[src/hdl/arcz_pkg.sv]
// Shared constants and carriers for the arc fault zone trip logic.
// Assumes a 100 MHz sys_clk and current magnitudes in units of 0.01 per-unit.
package arcz_pkg;

  // ----------------------------------------------------------------
  // Sizes
  // ----------------------------------------------------------------
  localparam int NUM_CHAN     = 4;
  localparam int NUM_ZONE     = 4;
  localparam int NUM_PHASE    = 3;
  localparam int MAX_SENSORS  = 3;
  localparam int SAMPLE_W     = 16;
  localparam int LIMIT_W      = 12;
  localparam int UNIT_CNT_W   = 4;

  // ----------------------------------------------------------------
  // Timing
  // ----------------------------------------------------------------
  localparam int CLK_PERIOD_NS    = 10;
  localparam int EVAL_PERIOD_MS   = 5;
  localparam int EVAL_PERIOD_CYC  = EVAL_PERIOD_MS * 1000000 / CLK_PERIOD_NS;
  localparam int EVAL_CNT_W       = 20;
  localparam int PULSE_FILT_US    = 20;
  localparam int PULSE_FILT_CYC   = PULSE_FILT_US * 1000 / CLK_PERIOD_NS;
  localparam int FILT_CNT_W       = 12;
  localparam int REQ_SAMPLES      = 3;
  localparam int REQ_CNT_W        = 2;

  // ----------------------------------------------------------------
  // Limits in 0.01 per-unit steps
  // ----------------------------------------------------------------
  localparam logic [LIMIT_W-1:0] LIMIT_MIN     = 12'h005;
  localparam logic [LIMIT_W-1:0] LIMIT_MAX     = 12'hFA0;
  localparam logic [LIMIT_W-1:0] LIMIT_DEFAULT = 12'h078;

  // ----------------------------------------------------------------
  // Encodings
  // ----------------------------------------------------------------
  typedef enum logic [1:0] {RES_NONE, RES_FIRST, RES_SECOND} arcz_res_src_t;

  typedef struct packed {
    logic [NUM_ZONE-1:0]                zone_en;
    logic [NUM_ZONE-1:0][NUM_CHAN-1:0]  light_map;
    logic [NUM_ZONE-1:0][NUM_CHAN-1:0]  press_map;
    logic [NUM_ZONE-1:0]                phase_en;
    logic [NUM_ZONE-1:0]                resid_en;
    logic [NUM_CHAN-1:0][1:0]           sensor_count;
    logic [UNIT_CNT_W-1:0]              unit_count;
    arcz_res_src_t                      res_src;
    logic [LIMIT_W-1:0]                 phase_limit;
    logic [LIMIT_W-1:0]                 resid_limit;
    logic                               test_pulse_en;
  } arcz_cfg_t;

  localparam arcz_cfg_t CFG_RESET = '{
    zone_en:       4'h0,
    light_map:     16'h0000,
    press_map:     16'h0000,
    phase_en:      4'h0,
    resid_en:      4'h0,
    sensor_count:  8'h00,
    unit_count:    4'h0,
    res_src:       RES_NONE,
    phase_limit:   LIMIT_DEFAULT,
    resid_limit:   LIMIT_DEFAULT,
    test_pulse_en: 1'h0
  };

  typedef struct packed {
    logic [NUM_CHAN-1:0] light;
    logic [NUM_CHAN-1:0] pressure;
    logic                binary_in;
    logic                phase_start;
    logic                resid_start;
    logic                phase_blocked;
    logic                resid_blocked;
    logic [NUM_ZONE-1:0] zone_trip;
    logic [NUM_ZONE-1:0] zone_blocked;
    logic [NUM_CHAN-1:0] sensor_fault;
    logic                unit_fault;
  } arcz_stat_t;

  localparam arcz_stat_t STAT_RESET = '0;

endpackage : arcz_pkg

[src/hdl/arcz_zone_logic.sv]
// Arc fault zone decision logic: sensor channels, current stages, zones.
// Assumes sensor pins and the binary input are asynchronous; all other inputs
// come from logic on sys_clk.
//
// Notes on behaviour
// [RL1] Four sensor channels, up to three sensors each, each evaluated on its own.
// [RL2] Channel light output is high while that channel sees light.
// [RL3] Channel pressure output is high while that channel's sensor reports pressure.
// [RL4] Binary-input output is high while the arc card binary input is energized.
// [RL5] Phase or residual start output high when that current exceeds its limit.
// [RL6] Active block on a current stage gives its blocked output instead of start.
// [RL7] Enabled zone trips on light alone, or light with an enabled current.
// [RL8] Zone conditions met while the zone block is active: blocked, not trip.
// [RL9] Channel sensor fault when detected sensor count differs from configured count.
// [RL10] Remote unit fault when connected unit count differs from configured count.
// [RL11] With a current enabled, light and overcurrent must hold together.
// [RL12] Current condition needs a required number of samples above the limit.
// [RL13] Samples for three phase and two residual channels on a 5 ms base.
// [RL14] Current condition from phases, residuals, or both, as configured.
// [RL15] Each zone enabled separately; each channel's light mapped to any zones.
// [RL16] Pressure and current enabled per zone like the light inputs.
// [RL17] Remote units send periodic test pulses on the interconnect wiring.
// [RL18] Test pulse option keeps remote unit pulses off the binary input.
// [RL19] Fast trip outputs carry overcurrent and master trip to remote units.
// [RL20] Four zone enables, default disabled; disabled zone never trips or blocks.
// [RL21] Configured sensor count is zero to three, default zero.
// [RL22] Residual source none, first or second channel; default none.
// [RL23] Pick-up limits 0.05 to 40.00 per-unit in 0.01 steps, default 1.2.
// [RL24] All outputs re-evaluated once per 5 ms and updated at its end.
// [RL25] Zone trip and blocked are not latched; they drop within one period.
`timescale 1ns/10ps
module arcz_zone_logic
#(
  parameter int EVAL_CYC = arcz_pkg::EVAL_PERIOD_CYC
)
(
  // Clock and reset
  input  wire logic                                             sys_clk,
  input  wire logic                                             sys_rst,
  input  wire logic                                             clk_en,
  // Configuration, taken on cfg_load
  input  wire logic                                             cfg_load,
  input  wire arcz_pkg::arcz_cfg_t                              cfg_in,
  // Sensor and binary input pins
  input  wire logic [arcz_pkg::NUM_CHAN-1:0]                    light_pin,
  input  wire logic [arcz_pkg::NUM_CHAN-1:0]                    pressure_pin,
  input  wire logic                                             arc_card_binary_input,
  // Sensor presence from the front end
  input  wire logic [arcz_pkg::NUM_CHAN-1:0][1:0]               sensor_detected,
  input  wire logic [arcz_pkg::UNIT_CNT_W-1:0]                  units_connected,
  // Current samples
  input  wire logic                                             sample_valid,
  input  wire logic [arcz_pkg::NUM_PHASE-1:0][arcz_pkg::SAMPLE_W-1:0] phase_sample,
  input  wire logic [arcz_pkg::SAMPLE_W-1:0]                    residual_current_first,
  input  wire logic [arcz_pkg::SAMPLE_W-1:0]                    residual_current_second,
  // Blocking inputs
  input  wire logic                                             phase_block,
  input  wire logic                                             resid_block,
  input  wire logic [arcz_pkg::NUM_ZONE-1:0]                    zone_block,
  // Results
  output      arcz_pkg::arcz_stat_t                             status,
  output      logic                                             fast_trip_output_a,
  output      logic                                             fast_trip_output_b,
  output      logic                                             eval_done
);

  localparam int NCUR = arcz_pkg::NUM_PHASE + 2;

  arcz_pkg::arcz_cfg_t               cfg;
  arcz_pkg::arcz_stat_t              next_status;
  logic [arcz_pkg::EVAL_CNT_W-1:0]   eval_cnt;
  logic                              eval_tick;
  logic [arcz_pkg::NUM_CHAN-1:0]     light_meta;
  logic [arcz_pkg::NUM_CHAN-1:0]     light_sync;
  logic [arcz_pkg::NUM_CHAN-1:0]     press_meta;
  logic [arcz_pkg::NUM_CHAN-1:0]     press_sync;
  logic                              bi_meta;
  logic                              bi_sync;
  logic [arcz_pkg::FILT_CNT_W-1:0]   bi_cnt;
  logic                              bi_filt;
  logic [NCUR-1:0][arcz_pkg::SAMPLE_W-1:0] cur_sample;
  logic [NCUR-1:0][arcz_pkg::LIMIT_W-1:0]  cur_limit;
  logic [NCUR-1:0]                   cur_over;
  logic                              phase_over;
  logic                              resid_over;

  // ----------------------------------------------------------------
  // Configuration
  // ----------------------------------------------------------------
  // Held locally so the settings have defined defaults after reset
  always_ff @(posedge sys_clk)
  begin
    if (sys_rst)
      cfg <= arcz_pkg::CFG_RESET;                           // [RL20] [RL21] [RL22] [RL23]
    else if (clk_en && cfg_load)
      cfg <= cfg_in;
  end

  // ----------------------------------------------------------------
  // Evaluation period
  // ----------------------------------------------------------------
  assign eval_tick = (eval_cnt == arcz_pkg::EVAL_CNT_W'(EVAL_CYC - 1));

  always_ff @(posedge sys_clk)
  begin
    if (sys_rst)
      eval_cnt <= '0;
    else if (clk_en)
      eval_cnt <= eval_tick ? '0 : eval_cnt + 20'h00001;     // [RL24]
  end

  // ----------------------------------------------------------------
  // Pin synchronisers
  // ----------------------------------------------------------------
  always_ff @(posedge sys_clk)
  begin
    if (sys_rst)
    begin
      light_meta <= '0;
      light_sync <= '0;
      press_meta <= '0;
      press_sync <= '0;
      bi_meta    <= 1'b0;
      bi_sync    <= 1'b0;
    end
    else if (clk_en)
    begin
      light_meta <= light_pin;
      light_sync <= light_meta;
      press_meta <= pressure_pin;
      press_sync <= press_meta;
      bi_meta    <= arc_card_binary_input;
      bi_sync    <= bi_meta;
    end
  end

  // ----------------------------------------------------------------
  // Binary input test pulse suppression
  // ----------------------------------------------------------------
  // Remote units pulse the wiring to prove it; with the option on, only a
  // level held longer than the filter counts. Costs that much binary_in output latency.
  always_ff @(posedge sys_clk)
  begin
    if (sys_rst)
    begin
      bi_cnt  <= '0;
      bi_filt <= 1'b0;
    end
    else if (clk_en)
    begin
      if (!bi_sync)
      begin
        bi_cnt  <= '0;
        bi_filt <= 1'b0;
      end
      else if (!cfg.test_pulse_en)
        bi_filt <= 1'b1;                                    // [RL4]
      else if (bi_cnt < arcz_pkg::FILT_CNT_W'(arcz_pkg::PULSE_FILT_CYC))
        bi_cnt <= bi_cnt + 12'h001;                         // [RL17] [RL18]
      else
        bi_filt <= 1'b1;                                    // [RL18]
    end
  end

  // ----------------------------------------------------------------
  // Current stages
  // ----------------------------------------------------------------
  always_comb
  begin
    for (int i = 0; i < arcz_pkg::NUM_PHASE; i++)
    begin
      cur_sample[i] = phase_sample[i];
      cur_limit[i]  = cfg.phase_limit;
    end
    cur_sample[arcz_pkg::NUM_PHASE]   = residual_current_first;
    cur_sample[arcz_pkg::NUM_PHASE+1] = residual_current_second;
    cur_limit[arcz_pkg::NUM_PHASE]    = cfg.resid_limit;
    cur_limit[arcz_pkg::NUM_PHASE+1]  = cfg.resid_limit;
  end

  for (genvar g = 0; g < NCUR; g++)
  begin : g_cur
    arcz_over_det u_det                                     // [RL12] [RL13]
    (
      .sys_clk      (sys_clk),
      .sys_rst      (sys_rst),
      .clk_en       (clk_en),
      .sample_valid (sample_valid),
      .sample       (cur_sample[g]),
      .limit        (cur_limit[g]),
      .over         (cur_over[g])
    );
  end

  assign phase_over = |cur_over[arcz_pkg::NUM_PHASE-1:0];

  always_comb
  begin
    case (cfg.res_src)                                      // [RL22]
      arcz_pkg::RES_FIRST:  resid_over = cur_over[arcz_pkg::NUM_PHASE];
      arcz_pkg::RES_SECOND: resid_over = cur_over[arcz_pkg::NUM_PHASE+1];
      default:              resid_over = 1'b0;
    endcase
  end

  // ----------------------------------------------------------------
  // Next evaluation result
  // ----------------------------------------------------------------
  always_comb
  begin
    logic sensed;
    logic cur_ok;
    logic cur_any;
    sensed  = 1'b0;
    cur_ok  = 1'b0;
    cur_any = 1'b0;
    next_status               = arcz_pkg::STAT_RESET;
    next_status.light         = light_sync;                 // [RL1] [RL2]
    next_status.pressure      = press_sync;                 // [RL3]
    next_status.binary_in     = bi_filt;                    // [RL4]
    next_status.phase_start   = phase_over && !phase_block; // [RL5] [RL6]
    next_status.resid_start   = resid_over && !resid_block; // [RL5] [RL6]
    next_status.phase_blocked = phase_over && phase_block;  // [RL6]
    next_status.resid_blocked = resid_over && resid_block;  // [RL6]
    for (int c = 0; c < arcz_pkg::NUM_CHAN; c++)
      next_status.sensor_fault[c] = sensor_detected[c] != cfg.sensor_count[c]; // [RL9]
    next_status.unit_fault = units_connected != cfg.unit_count;               // [RL10]
    for (int z = 0; z < arcz_pkg::NUM_ZONE; z++)
    begin
      sensed  = |(light_sync & cfg.light_map[z]) | |(press_sync & cfg.press_map[z]); // [RL15] [RL16]
      cur_any = cfg.phase_en[z] || cfg.resid_en[z];                                  // [RL14] [RL16]
      cur_ok  = (cfg.phase_en[z] && next_status.phase_start)
                || (cfg.resid_en[z] && next_status.resid_start);
      if (cfg.zone_en[z] && sensed && (!cur_any || cur_ok))  // [RL7] [RL11] [RL20]
      begin
        next_status.zone_trip[z]    = !zone_block[z];        // [RL8]
        next_status.zone_blocked[z] = zone_block[z];         // [RL8]
      end
    end
  end

  // ----------------------------------------------------------------
  // Output registers
  // ----------------------------------------------------------------
  // Outputs are rebuilt from scratch every period, so nothing latches
  always_ff @(posedge sys_clk)
  begin
    if (sys_rst)
    begin
      status             <= arcz_pkg::STAT_RESET;
      fast_trip_output_a <= 1'b0;
      fast_trip_output_b <= 1'b0;
      eval_done          <= 1'b0;
    end
    else if (clk_en)
    begin
      eval_done <= eval_tick;
      if (eval_tick)
      begin
        status             <= next_status;                  // [RL24] [RL25]
        fast_trip_output_a <= next_status.phase_start || next_status.resid_start; // [RL19]
        fast_trip_output_b <= |next_status.zone_trip;                              // [RL19]
      end
    end
  end
endmodule : arcz_zone_logic

[src/hdl/arcz_over_det.sv]
// One current channel comparator with a consecutive-sample qualifier.
// Assumes samples and their strobe come from logic on sys_clk.
`timescale 1ns/10ps
module arcz_over_det
(
  // Clock and reset
  input  wire logic                             sys_clk,
  input  wire logic                             sys_rst,
  input  wire logic                             clk_en,
  // Sample stream
  input  wire logic                             sample_valid,
  input  wire logic [arcz_pkg::SAMPLE_W-1:0]    sample,
  input  wire logic [arcz_pkg::LIMIT_W-1:0]     limit,
  // Result
  output      logic                             over
);

  logic [arcz_pkg::REQ_CNT_W-1:0] run_cnt;
  logic                           above;

  assign above = sample > {{(arcz_pkg::SAMPLE_W-arcz_pkg::LIMIT_W){1'b0}}, limit};

  // A single noisy sample must not start the stage, so a run is needed
  always_ff @(posedge sys_clk)
  begin
    if (sys_rst)
    begin
      run_cnt <= '0;
      over    <= 1'b0;
    end
    else if (clk_en && sample_valid)
    begin
      if (!above)
      begin
        run_cnt <= '0;
        over    <= 1'b0;
      end
      else if (run_cnt < arcz_pkg::REQ_CNT_W'(arcz_pkg::REQ_SAMPLES - 1))
      begin
        run_cnt <= run_cnt + 2'h1;
      end
      else
      begin
        over <= 1'b1;
      end
    end
  end

endmodule : arcz_over_det

[config.mk]
export PLATFORM = sky130hd
export DESIGN_NAME = arcz_zone_logic
export DESIGN_NICKNAME = d
export VERILOG_FILES = /design/src/hdl/arcz_pkg.sv /design/src/hdl/arcz_zone_logic.sv /design/src/hdl/arcz_over_det.sv
export SDC_FILE = /design/constraint.sdc
export NUM_CORES = 1
export LEC_CHECK = 0
export BUFFER_PORTS_ARGS = -buffer_cell sky130_fd_sc_hd__buf_2
export CAP_MARGIN = 5
export CORE_UTILIZATION = 59
export CTS_BUF_LIST = sky130_fd_sc_hd__clkbuf_2 sky130_fd_sc_hd__clkbuf_4 sky130_fd_sc_hd__clkbuf_8
export DETAILED_ROUTE_END_ITERATION = 16
export GPL_TIMING_DRIVEN = 0
export HOLD_SLACK_MARGIN = 0.02
export PLACE_DENSITY = 0.92
export SYNTH_ARGS = -nofsm -noshare
export SYNTH_HDL_FRONTEND = slang
export SYNTH_SLANG_ARGS = --single-unit
export TNS_END_PERCENT = 100
[constraint.sdc]
create_clock -name sys_clk -period 5.2 [get_ports sys_clk]
set_input_delay 0.26 -clock sys_clk [delete_from_list [all_inputs] [get_ports sys_clk]]
set_output_delay 0.26 -clock sys_clk [all_outputs]
set_load 0.02 [all_outputs]
# --- Word-level counts from Yosys, hierarchy flattened ---
# Index checks and enable logic that the tools add are counted.
totals:
  register_bits: 178
  output_inout_bits: 29
  wordCells: 208
classes:
  addsub: 7
  n_lt_le_gt_ge: 11
  eq_ne: 21
  muxes: 36
  bitwise: 12
  reduce_logical: 68
ops:
  columns: ["cell", "count"]
  rows:
  - ["$gt A16 B12 Y1", 5]
  - ["$mux W12", 3]
  - ["$reduce_or A4 Y1", 9]
  - ["$and A4 B4 Y4", 8]
  - ["$reduce_and A2 Y1", 12]
  - ["$logic_and A1 B1 Y1", 22]
  - ["$ne A2 B2 Y1 const B", 11]
  - ["$mux W1", 21]
  - ["$add A20 B1 Y20 const B", 1]
  - ["$eq A20 B19 Y1 const B", 1]
  - ["$mux W2", 10]
  - ["$mux W20", 1]
  - ["$logic_or A1 B1 Y1", 13]
  - ["$add A12 B1 Y12 const B", 1]
  - ["$lt A12 B11 Y1 const B", 1]
  - ["$add A2 B1 Y2 const B", 5]
  - ["$logic_not A1 Y1", 10]
  - ["$lt A2 B2 Y1 const B", 5]
  - ["$ne A2 B2 Y1", 4]
  - ["$ne A4 B4 Y1", 1]
  - ["$or A1 B1 Y1", 4]
  - ["$ne A3 B3 Y1 const B", 1]
  - ["$reduce_and A3 Y1", 1]
  - ["$reduce_or A3 Y1", 1]
  - ["4 further kinds", 4]

# --- Depth between registers and ports, before layout ---
# Gate-level depths: netlist (run 1).
logic_depth:
  ltp_word: 9
  ltp_mapped: 9
  ltp_nobuf: 7

# --- Hierarchy ---
# From an unflattened synthesis (run 1), not the netlist that was laid out.
hier_totals:
  cells_unflattened: 1109
  area_unflattened_um2: 9069.9
modules_own_cells:
  columns: ["mod", "n_inst", "cells_per_inst", "area_each_um2", "seq_area_each_um2"]
  rows:
  - ["arcz_zone_logic", 1, 789, 6505.0, 3263.1]
  - ["arcz_over_det", 5, 64, 513.0, 60.1]

# --- Worst setup path before layout (run 1) ---
# OpenSTA, ideal clock, no wires.
synth_timing:
  kind: "register to register"
  startpoint: "register eval_cnt[0] (netlist name)"
  endpoint: "register eval_cnt[19] (netlist name)"
  setup_ns: 0.115
  arrival_time_ns: 1.738
  slack_ns: 3.347
  stages_incl_launch_ff: 10
  n_path_buf: 3
  synth_period_minus_slack_ns: 1.853
  path_cell_list: "dfxtp_1 -> ha_1 -> and3_1 -> nand3_1 -> or4_1 -> buf_2 -> nand2b_2 -> buf_6 -> buf_8 -> nor2_1"
synth_between:
  elab_chain_len: 2
  elab_cells_between_ends: 3
  cone_classes: "add/sub (1); eq/ne (1); mux (1)"
synth_rtl:
  columns: ["item", "line", "source"]
  rows:
  - ["start, declared", "arcz_zone_logic.sv:71", "logic [arcz_pkg::EVAL_CNT_W-1:0] eval_cnt;"]
  - ["start signal, assigned", "arcz_zone_logic.sv:109", "eval_cnt <= eval_tick ? '0 : eval_cnt + 20'h00001;"]
  - ["$add A20 B1 Y20 or $eq A20 B19 Y1 (tied branches)", "arcz_zone_logic.sv:109, arcz_zone_logic.sv:102", null]
  - ["$mux W20 *", "arcz_zone_logic.sv:109", null]
# Mark *: on every way between the ends. The rest lies on a longest branch, timed or not.
# A chain may end at the register's enable or synchronous reset.

# --- Worst setup path in the final report (run 1) ---
layout_timing:
  startpoint: "register eval_cnt[0] (netlist name)"
  endpoint: "register status[3] (netlist name)"
layout_between:
  elab_chain_len: 2
layout_rtl:
  columns: ["item", "line", "source"]
  rows:
  - ["$eq A20 B19 Y1", "arcz_zone_logic.sv:102", "assign eval_tick = (eval_cnt == arcz_pkg::EVAL_CNT_W'(EVAL_CYC - 1));"]
  - ["$reduce_and A2 Y1 (no line)", null, null]
  - ["end signal, assigned", "arcz_zone_logic.sv:250", "status <= arcz_pkg::STAT_RESET;"]
  - ["end signal, assigned", "arcz_zone_logic.sv:260", "status <= next_status;"]
  - ["end, declared", "arcz_zone_logic.sv:61", "output arcz_pkg::arcz_stat_t status,"]
# Every way passes these cells.

==> results.ini, run 1 <==
[floorplan]
die_w_um=122
num_rows=43
dieArea_mm2=0.0149
io_pins=224
dieHeight_um=122
core_area_mm2=0.0140
start_util=0.609

[synth]
syn_area_mm2=0.00852
netlist_instances=1026
yosys_warnings=0
async_reset_ff_frac=0
postSynthAreaPerCell_um2=8.30
ys_ff_latch=178
synth_edf_count=0
synth_fp_nets=1285
ys_seq_area_frac=0.418
synth_flop_cell=dfxtp_1
ys_types=48

[critical_path]
path_cells=ha_1, and3_1, nand3_1, nor4_4, buf_2, nor2_1, a311oi_1
worstPathArrival_ns=2.53
crit_path_top_delay_cell=dfxtp_1
required_ns=5.57
worstRegToRegCells=7
rr_endpoint=status[3]
crit_path_max_incr_delay_ns=0.38
startpoint_type=flip-flop
endpoint_kind=flip-flop
reg2reg_from=eval_cnt[0]
path_delay_family=simple AND/OR/NAND/NOR gates
worstSetupPathType=flip-flop to flip-flop
cp_num_buf_inv=1
critPathMaxFanout=10
regToRegSetupSlack_ns=3.04

[detailed_routing]
wire_per_inst_um=17.2
routed_wl_um=25200
vias=8510
drtIter0Drc=568
ant_nets=0
viasPerCell=5.79
drtPass1Iterations=5
remaining_drc_errors=0

[timing]
worst_pin_slew_ns=0.795
finClkSkew_ns=0.0128
drv_slew=0
period_share=0.416
rsz0062_at_grt=no
fmax_mhz=462
finalHoldViolCount=0
timing.setup.tns_ns=0
fin_ws_ns=3.04
fin_crit_ns=2.16
finalSetupViolations=0
relSlewSlack=0.470

[clocking]
clock_sinks=178
cts_tree=yes
clkTransAtPathRegs_ns=0.09
cts_buffers=17
root_buffer=clkbuf_8
htreeDepth=4
holdBufCountCts=8
clock_latency_ns=0.47
cts_buffer_depth=2
postCtsResizedCells=0
post_cts_buffers=0

[place]
dp_cells=1427
gp_congestion=0.927
port_buffers=221
hpwl_um=19100
pre_cts_ws_ns=3.11

[finish]
layout-drive-gt1-share=0.207
nFillCells=995
post-route-util=0.737
finalNetCount=1536
fin_cells=1469
final-seq-area_mm2=0.00356
area_growth_syn_to_layout_pct=21.0
multiInputGateArea_mm2=0.00456

[power]
seq_power_share=0.543
combPwrFrac=0.141
p_per_area_mw_per_mm2=261
p_sw_uw=750
swShare=0.278
power.internal_mw=1.94
ir_worst_vdd_mv=0.212
p_leak_nw=4.45
total_power_mw=2.69
clockPowerShare=0.316

[hold_path]
min-delay-start=cfg_in[43]
holdPathStages=3
min_to=cfg[43]
hold_path.class=input port to flip-flop

[global_routing]
grt_pass1_wl_um=40000
grt_antenna_before_repair=1
grt_pass1_vias=8414
grt_max_degree=17
grtUsageTotal=0.349
grt.overflow.total=0

[status]
status=finished clean

[job]
maxCapViolations=0

final cells by class:
cell class	count	area share
antenna	1	0.000243
buffer	51	0.0215
clock buffer	19	0.0254
clock inverter	11	0.00801
inverter	47	0.0171
multi-input combinational	750	0.442
sequential	178	0.346
tap	180	0.0218
timing repair buffer	232	0.118
how the worst max path moves through the flow:
stage / start / to / cells after the start
detailed placement: residual_current_first[15] / g_cur[3].u_det.run_cnt[0] / 6
global route: eval_cnt[0] / status[3] / 7
floorplan: eval_cnt[0] / eval_cnt[19] / 9
finish: eval_cnt[0] / status[3] / 7
CTS: eval_cnt[0] / status[3] / 7
global placement: clk_en / cfg[73] / 6
cells in the final DEF (no fill, tap or decap), types with 3 or more instances in the layout:
| cell | count |
|---|---|
| clkbuf_8 | 19 |
| nand3b_1 | 8 |
| xor2_1 | 15 |
| o211ai_1 | 5 |
| o2111ai_1 | 3 |
| nand4_1 | 22 |
| a21o_1 | 15 |
| or3_1 | 4 |
| xnor2_1 | 29 |
| nor2_1 | 74 |
| clkinvlp_4 | 5 |
| nor3_1 | 9 |
| a311oi_1 | 4 |
| a31oi_1 | 5 |
| mux2i_1 | 21 |
| nand3_1 | 11 |
| a21oi_1 | 136 |
| nor4_1 | 7 |
| a22o_1 | 17 |
| or4_1 | 5 |
| o31ai_1 | 5 |
| o21ai_0 | 7 |
| ha_1 | 64 |
| and4_1 | 4 |
| inv_1 | 47 |
| and2_1 | 8 |
| a211oi_1 | 17 |
| inv_6 | 3 |
| and3_1 | 3 |
| o41ai_1 | 4 |
| dfxtp_1 | 178 |
| buf_1 | 4 |
| nand2_1 | 219 |
| dlygate4sd3_1 | 11 |
| nor2b_1 | 8 |
| buf_2 | 230 |
| clkbuf_1 | 36 |
| a2111oi_0 | 7 |
layer usage:
layer,GRT usage,wire [µm],share of wire,up-vias
met5,0,0,0,-
met4,0.186,1090,0.043,0
met3,0.0890,2180,0.086,89
met2,0.597,12100,0.48,434
met1,0.399,9860,0.39,3930
li1,-,-,-,4057
synthesized netlist by cell type, types with 2 or more instances:
master | number | area, µm²
a22o_1 | 17 | 149
dfxtp_1 | 178 | 3560
nand2_1 | 219 | 822
o31ai_1 | 5 | 37.5
buf_2 | 9 | 45.0
nor2_1 | 74 | 278
a21oi_1 | 136 | 681
or3_1 | 4 | 25.0
nand3b_1 | 8 | 60.1
a21o_1 | 15 | 113
nor4b_2 | 2 | 30.0
or4_1 | 5 | 37.5
ha_1 | 64 | 801
o21a_1 | 2 | 15.0
and4_1 | 4 | 35.0
and2_1 | 8 | 50.1
o2111ai_1 | 3 | 26.3
o21ai_0 | 7 | 35.0
and3_1 | 3 | 18.8
a2111oi_0 | 7 | 61.3
buf_1 | 4 | 15.0
nand3_1 | 11 | 55.1
a211oi_1 | 17 | 128
o211ai_1 | 5 | 37.5
inv_1 | 47 | 176
mux2i_1 | 21 | 210
xor2_1 | 15 | 131
nand4_1 | 22 | 138
clkbuf_1 | 36 | 135
nor2b_1 | 8 | 50.1
a31oi_1 | 5 | 31.3
nor4_1 | 7 | 43.8
o41ai_1 | 4 | 35.0
a311oi_1 | 4 | 35.0
xnor2_1 | 29 | 254
nor3_1 | 9 | 45.0
worst register-to-register path: stages, from the launching register on:
cell and delay, ns:
dfxtp_1 0.38, ha_1 0.19, and3_1 0.24, nand3_1 0.18, nor4_4 0.35, buf_2 0.35
nor2_1 0.09, a311oi_1 0.29
power by group through the flow:
stage | clock network (mW) | logic [mW] | registers, mW
3_3_place_gp | 0 | 0.345 | 1.49
4_1_cts | 0.846 | 0.371 | 1.46
2_1_floorplan | 0 | 0.218 | 1.48
6_report | 0.850 | 0.380 | 1.46
3_5_place_dp | 0 | 0.362 | 1.49
5_1_grt | 0.908 | 0.424 | 1.47
flip-flops by register name, summed over array words and instances, names as in the netlist, 4 cells and up:
name,cells
cfg,83
status,26
eval_cnt,20
bi_cnt,12
g_cur.u_det.run_cnt,10
g_cur.u_det.over,5
light_meta,4
light_sync,4
press_meta,4
press_sync,4
metrics by stage:
step | hold WS [ns] | area, µm²
floorplan | 0.384 | 8520
global placement | 0.435 | 9850
detailed placement | 0.441 | 9850
CTS | 0.0201 | 10300
global route | 0.0219 | 10300
finish | 0.0226 | 10300
cells by family after synthesis:
family / count (synthesis) / share of synthesized area
muxes: 21 / 0.0247
AOI/OAI and AO/OA: 233 / 0.168
adders and majority gates: 64 / 0.0940
xor gates and xnor gates: 44 / 0.0452
DFF: 178 / 0.418
buffers and inverters: 98 / 0.0467
and+or+nand+nor: 388 / 0.203
Power figures use the tool's default switching activity.
==> inputs of run 2 (changes only) <==
--- a/config.mk
+++ b/config.mk
@@ -5,14 +5,15 @@
 export SDC_FILE = /design/constraint.sdc
 export NUM_CORES = 1
 export LEC_CHECK = 0
+export ABC_AREA = 1
 export BUFFER_PORTS_ARGS = -buffer_cell sky130_fd_sc_hd__buf_2
 export CAP_MARGIN = 5
-export CORE_UTILIZATION = 59
+export CORE_UTILIZATION = 50
 export CTS_BUF_LIST = sky130_fd_sc_hd__clkbuf_2 sky130_fd_sc_hd__clkbuf_4 sky130_fd_sc_hd__clkbuf_8
 export DETAILED_ROUTE_END_ITERATION = 16
 export GPL_TIMING_DRIVEN = 0
 export HOLD_SLACK_MARGIN = 0.02
-export PLACE_DENSITY = 0.92
+export PLACE_DENSITY = 0.83
 export SYNTH_ARGS = -nofsm -noshare
 export SYNTH_HDL_FRONTEND = slang
 export SYNTH_SLANG_ARGS = --single-unit
==> constraint.sdc (replaced) <==
create_clock -name sys_clk -period 1.81 [get_ports sys_clk]
set_input_delay 0.0905 -clock sys_clk [delete_from_list [all_inputs] [get_ports sys_clk]]
set_output_delay 0.0905 -clock sys_clk [all_outputs]
set_load 0.02 [all_outputs]
==> run 2 against run 1 <==
- power grew to 3.2 times the previous value
- clock skew grew 0.0086 ns
- final cell count grew 23%
- worst setup slack lost 2.9 ns
- count of clock-buffer cells in the layout is the same
- largest cell class unchanged
==> results.ini, run 2 <==
[global_routing]
gr-usage-met3=0.0597
grtUsageTotal=0.305
grt_antenna_before_repair=2
grtUsageMet2=0.525
grtUsageMet1=0.358
grt_pass1_vias=9085
grt.overflow.total=0
busiest_layer=met2
grt_pass1_wl_um=43000
grt_max_degree=17

[timing]
period_share=0.941
relSlewSlack=0.535
drv_slew=0
whs_ns=0.0636
finalSetupViolations=0
finalHoldViolCount=0
fin_crit_ns=1.70
finClkSkew_ns=0.0214
worst_pin_slew_ns=0.697
fmax_mhz=587

[detailed_routing]
vias=9445
drtPass1Iterations=6
ant_nets=0
wire_per_inst_um=15.2
remaining_drc_errors=0
drtIter0Drc=651
viasPerCell=5.23
routed_wl_um=27400

[critical_path]
startpoint=press_sync[1]
timing.critical_path.to=fast_trip_output_b
cp_num_buf_inv=0
regToRegSetupSlack_ns=0.11
worst-path-stages=8
critPathMaxFanout=6
path_cells=nand2_1, nand2_1, nor2_1, a21boi_0, nand3b_1, nand3_1, nor2_1, nor2_1
path_delay_family=simple AND/OR/NAND/NOR gates
reg2reg_from=press_sync[1]
endpoint_kind=flip-flop
startpoint_type=flip-flop
crit_path_top_delay_cell=dfxtp_1
crit_top_cell=nor2_1
worstRegToRegCells=8
crit_path_max_incr_delay_ns=0.57
rr_endpoint=fast_trip_output_b
worstSetupPathType=flip-flop to flip-flop
worstPathArrival_ns=2.11
required_ns=2.22

[finish]
fin_cells=1805
finalNetCount=1829
final_common_cell=nand2_1
layout-drive-gt1-share=0.193
nFillCells=1328
design_area_mm2=0.0117
layout_common_cells=252 x nand2_1, 234 x buf_2, 217 x nor2_1, 176 x dfxtp_1, 122 x o21ai_0
regMostFlops=cfg
area_growth_syn_to_layout_pct=33.8
largest_register_ffs=83
reg_top3=cfg (83), status (26), eval_cnt (20)

[floorplan]
dieArea_mm2=0.0180
num_rows=47
core_area_mm2=0.0168
die_w_um=134
io_pins=224
dieHeight_um=134
start_util=0.519

[synth]
synth_flop_cell=dfxtp_1
synth_edf_count=0
async_reset_ff_frac=0
synth_top_area_frac=0.408
ys_types=33
yosys.area.top_type=dfxtp_1
ys_seq_area_frac=0.408
synthTopCellsByArea=dfxtp_1 41%, nand2_1 11%, nor2_1 9.5%
ys_ff_latch=178
synth_fp_nets=1480
syn_area_mm2=0.00873
yosys_warnings=0
postSynthAreaPerCell_um2=7.15
synthTopCellsByCount=252 x nand2_1, 221 x nor2_1, 178 x dfxtp_1
yosysMostFrequentCell=nand2_1
netlist_instances=1221

[clocking]
clock_latency_ns=0.48
htreeDepth=4
clock_sinks=178
root_buffer=clkbuf_8
cts_buffers=17
clkTransAtPathRegs_ns=0.09
cts_tree=yes
cts_buffer_depth=2

[place]
gp_congestion=0.889
dp_cells=1664
port_buffers=223
postPlaceCellArea_mm2=0.0101
hpwl_um=18800

[hold_path]
holdPathStages=5
hold_path.class=input port to flip-flop

[status]
status=finished clean

[power]
ir_worst_vdd_mv=0.550
p_per_area_mw_per_mm2=742
p_leak_nw=5.47

[job]
maxCapViolations=0

run 2: cell type report:
cell class                 count  area [µm²]  share of cell area
antenna                        2        5.00            0.000428
buffer                        42         195              0.0167
clock buffer                  19         262              0.0224
clock inverter                13         183              0.0156
inverter                     121         454              0.0389
multi-input combinational    880        4560               0.390
sequential                   178        3570               0.305
tap                          220         275              0.0236
timing repair buffer         330        2180               0.187
run 2: cells by family (layout without fill, tap and decap cells):
| family | Yosys count | in the layout | share of synthesized area |
|---|---|---|---|
| AO/OA/AOI/OAI | 229 | 229 | 0.139 |
| adder cells (fa/ha/maj) | 64 | 64 | 0.0917 |
| AND/OR/NAND/NOR | 568 | 568 | 0.268 |
| other | 0 | 2 | 0 |
| flip-flops | 178 | 178 | 0.408 |
| buffers and inverters | 163 | 525 | 0.0742 |
| XOR/XNOR | 19 | 19 | 0.0191 |
run 2: per-layer routing:
layer | wire length [µm] | vias to the layer above | part of all wire
met5 | 0 | - | 0
li1 | - | 4637 | -
met2 | 13100 | 446 | 0.48
met3 | 2030 | 104 | 0.074
met4 | 1150 | 0 | 0.042
met1 | 11100 | 4258 | 0.40
run 2: worst reg2reg max path: cells and delay by family, from the launching register on:
kind,cells,cell delay (ns)
simple gates,7,0.65
flops,1,0.57
compound gates,1,0.42
run 2: power breakdown:
part / leakage [nW] / internal (mW) / switching (mW) / total, mW
Combinational: 3.79 / 0.647 / 0.746 / 1.39
Sequential: 1.46 / 4.09 / 0.109 / 4.20
Clock: 0.226 / 1.58 / 1.50 / 3.08
Total: 5.47 / 6.31 / 2.35 / 8.67
run 2: what timing repair did:
| item | CTS | global route |
|---|---|---|
| setup endpoints to repair | 0 | 19 |
| gates resized for setup | 0 | 13 |
| buffers inserted | 0 | 1 |
| endpoints found under the hold margin | 111 | 0 |
| hold buffers | 106 | 0 |
run 2: worst min-delay path by stage:
stage,from,endpoint,slack [ns]
floorplan,sys_rst,bi_cnt[1],0.16
global placement,cfg_in[5],cfg[5],0.31
detailed placement,cfg_in[17],cfg[17],0.31
CTS,sensor_detected[4],status[3],0.04
global route,units_connected[1],status[0],0.08
finish,units_connected[1],status[0],0.06
run 2: metrics by stage:
stage / TNS (ns) / setup slack [ns] / total power, mW / utilization
floorplan: 0 / 0.338 / 4.95 / -
global placement: -1.25 / -0.130 / 5.37 / 0.602
detailed placement: -1.52 / -0.158 / 5.41 / 0.602
CTS: 0 / 0.0684 / 8.58 / 0.691
global route: -0.00893 / -0.00893 / 9.02 / 0.695
finish: 0 / 0.106 / 8.67 / 0.695
==> inputs of run 3 (changes only) <==
--- a/config.mk
+++ b/config.mk
@@ -16,5 +16,6 @@
 export PLACE_DENSITY = 0.83
 export SYNTH_ARGS = -nofsm -noshare
 export SYNTH_HDL_FRONTEND = slang
+export SYNTH_HIERARCHICAL = 1
 export SYNTH_SLANG_ARGS = --single-unit
 export TNS_END_PERCENT = 100
==> run 3 against run 2 <==
- wire length rose by 6.0%
- design area grew 2.8%
- critical path type unchanged
- global-route usage increased by 1.2 points
- critical path depth up 1
- count of clock-buffer cells in the layout rose by 2
- largest cell class unchanged
==> results.ini, run 3 <==
[status]
status=finished clean

[floorplan]
die_w_um=136
dieArea_mm2=0.0186
dieHeight_um=136
core_area_mm2=0.0175
num_rows=48
io_pins=224
start_util=0.517

[finish]
nFillCells=1335
regMostFlops=cfg
fin_cells=1871
largest_register_ffs=83
layout_common_cells=251 x nand2_1, 233 x buf_2, 225 x nor2_1, 177 x dfxtp_1, 160 x inv_1
area_growth_syn_to_layout_pct=33.0
final-seq-area_mm2=0.00356
design_area_mm2=0.0120
final_common_cell=nand2_1
reg_top3=cfg (83), status (26), eval_cnt (20)
multiInputGateArea_mm2=0.00472
finalNetCount=1890
layout-drive-gt1-share=0.195

[synth]
async_reset_ff_frac=0
yosys.area.top_type=dfxtp_1
yosys.area_share.simple=0.274
synth_edf_count=0
postSynthAreaPerCell_um2=7.05
synthTopCellsByCount=251 x nand2_1, 228 x nor2_1, 178 x dfxtp_1
synth_flop_cell=dfxtp_1
yosysMostFrequentCell=nand2_1
synth_fp_nets=1541
ys_types=34
syn_area_mm2=0.00903
synth-compound-area-share=0.132
muxShareOfSynthArea=0
ys_seq_area_frac=0.395
synthXorXnorAreaFrac=0.0213
netlist_instances=1282
yosys_warnings=6
synthTopCellsByArea=dfxtp_1 39%, nand2_1 10%, nor2_1 9.5%
ys_ff_latch=178
synth_top_family_by_area=simple AND/OR/NAND/NOR gates
synth_fa_ha_area_frac=0.0887
synth_top_area_frac=0.395

[timing]
finalSetupViolations=0
finalHoldViolCount=0
period_share=0.942
worst_pin_slew_ns=0.612
finClkSkew_ns=0.0121
fmax_mhz=587
rsz0062_at_grt=no
drv_slew=0
fin_ws_ns=0.106
fin_crit_ns=1.70
relSlewSlack=0.592

[power]
p_per_area_mw_per_mm2=719
p_leak_nw=5.80
ir_worst_vdd_mv=0.607
total_power_mw=8.63

[clocking]
cts_tree=yes
clock_latency_ns=0.48
clkTransAtPathRegs_ns=0.09
cts_buffer_depth=2
htreeDepth=4
cts_buffers=17
clock_sinks=178
root_buffer=clkbuf_8

[detailed_routing]
remaining_drc_errors=0
wl_met1_um=11200
routed_wl_um=29000
drtPass1Iterations=5
drtIter0Drc=578
vias=9906
viasPerCell=5.29
top_layer=met4
dr_wl_met3_um=2300
wl_met2_um=14100
ant_nets=0
wire_per_inst_um=15.5

[global_routing]
grt_max_degree=17
grt_pass1_vias=9517
grt.overflow.total=0
grt_antenna_before_repair=2
grtUsageTotal=0.318
grt_pass1_wl_um=45100

[hold_path]
hold_path.class=input port to flip-flop

[critical_path]
worstPathArrival_ns=2.12
cp_num_buf_inv=2
path_cells=nand2_1, inv_1, nand2_1, nor3_4, nand3_4, nor2_4, buf_6, o21ai_0, nand2_1
crit_path_top_delay_cell=dfxtp_1
crit_path_max_incr_delay_ns=0.39
path_delay_family=simple AND/OR/NAND/NOR gates
required_ns=2.23
worstSetupPathType=flip-flop to flip-flop
crit_top_cell=nand2_1
endpoint_kind=flip-flop
startpoint_type=flip-flop
critPathMaxFanout=10

[place]
gp_congestion=0.916
port_buffers=223
hpwl_um=20000
dp_cells=1730
pre_cts_ws_ns=-0.0950
postPlaceCellArea_mm2=0.0104

[job]
maxCapViolations=0

run 3: cell types whose count changed in the layout (fill, tap and decap cells not counted), moves of 8 or more:
cell	change
o21ai_2	+10
o211ai_1	-8
nor2_1	+8
inv_1	+47
o21ai_1	-10
nand3_1	+14
o21ai_0	+8
run 3: area by class of cell:
class | count | area share
Multi-Input combinational cell | 902 | 0.393
Sequential cell | 178 | 0.297
Timing Repair Buffer | 330 | 0.182
Inverter | 162 | 0.0511
Clock buffer | 21 | 0.0241
Tap cell | 225 | 0.0234
Buffer | 40 | 0.0167
Clock inverter | 11 | 0.0125
Antenna cell | 2 | 0.000417
run 3: routing by layer:
layer / vias to the layer above / track usage
met5: - / 0
met1: 4492 / 0.358
met4: 0 / 0.168
met3: 133 / 0.0679
met2: 499 / 0.559
li1: 4782 / -
run 3: what timing repair did:
item | CTS | global route
endpoints found under the hold margin | 117 | 0
hold buffers | 106 | 0
resized for setup | 5 | 9
buffers inserted | 1 | 0
endpoints found under the setup margin | 22 | 28
pin swaps | 1 | 4
run 3: path summary, 6_finish.rpt:
path	start	end	slack [ns]	cells past startpoint
min reg2reg	status[4]	status[4]	0.46	2
min	units_connected[3]	status[0]	0.06	4
max	eval_cnt[16]	status[2]	0.11	9
max reg2reg	eval_cnt[16]	status[2]	0.11	9
run 3: logic make-up (layout without fill, tap and decap cells):
group                      Yosys count  count (layout)
buffers and inverters              202             564
other                                0               2
adders and majority gates           64              64
xor gates and xnor gates            22              22
DFF                                178             178
and+or+nand+nor                    590             590
AOI/OAI and AO/OA                  226             226
run 3: worst register-to-register path, stage by stage, from the launching register on:
cell and delay (ns):
dfxtp_1 0.39, nand2_1 0.06, inv_1 0.11, nand2_1 0.11, nor3_4 0.18, nand3_4 0.14, nor2_4 0.18, buf_6 0.20
o21ai_0 0.17, nand2_1 0.10
run 3: where the power goes:
| part | switching (mW) | internal (mW) |
|---|---|---|
| logic | 0.780 | 0.645 |
| registers | 0.124 | 4.08 |
| clock network | 1.48 | 1.52 |
run 3: through the flow:
stage / hold slack (ns) / utilization / TNS [ns]
global route: 0.0512 / 0.687 / 0
floorplan: 0.204 / - / 0
finish: 0.0567 / 0.687 / 0
global placement: 0.289 / 0.597 / -0.121
CTS: 0.0576 / 0.684 / 0
detailed placement: 0.296 / 0.597 / -0.332
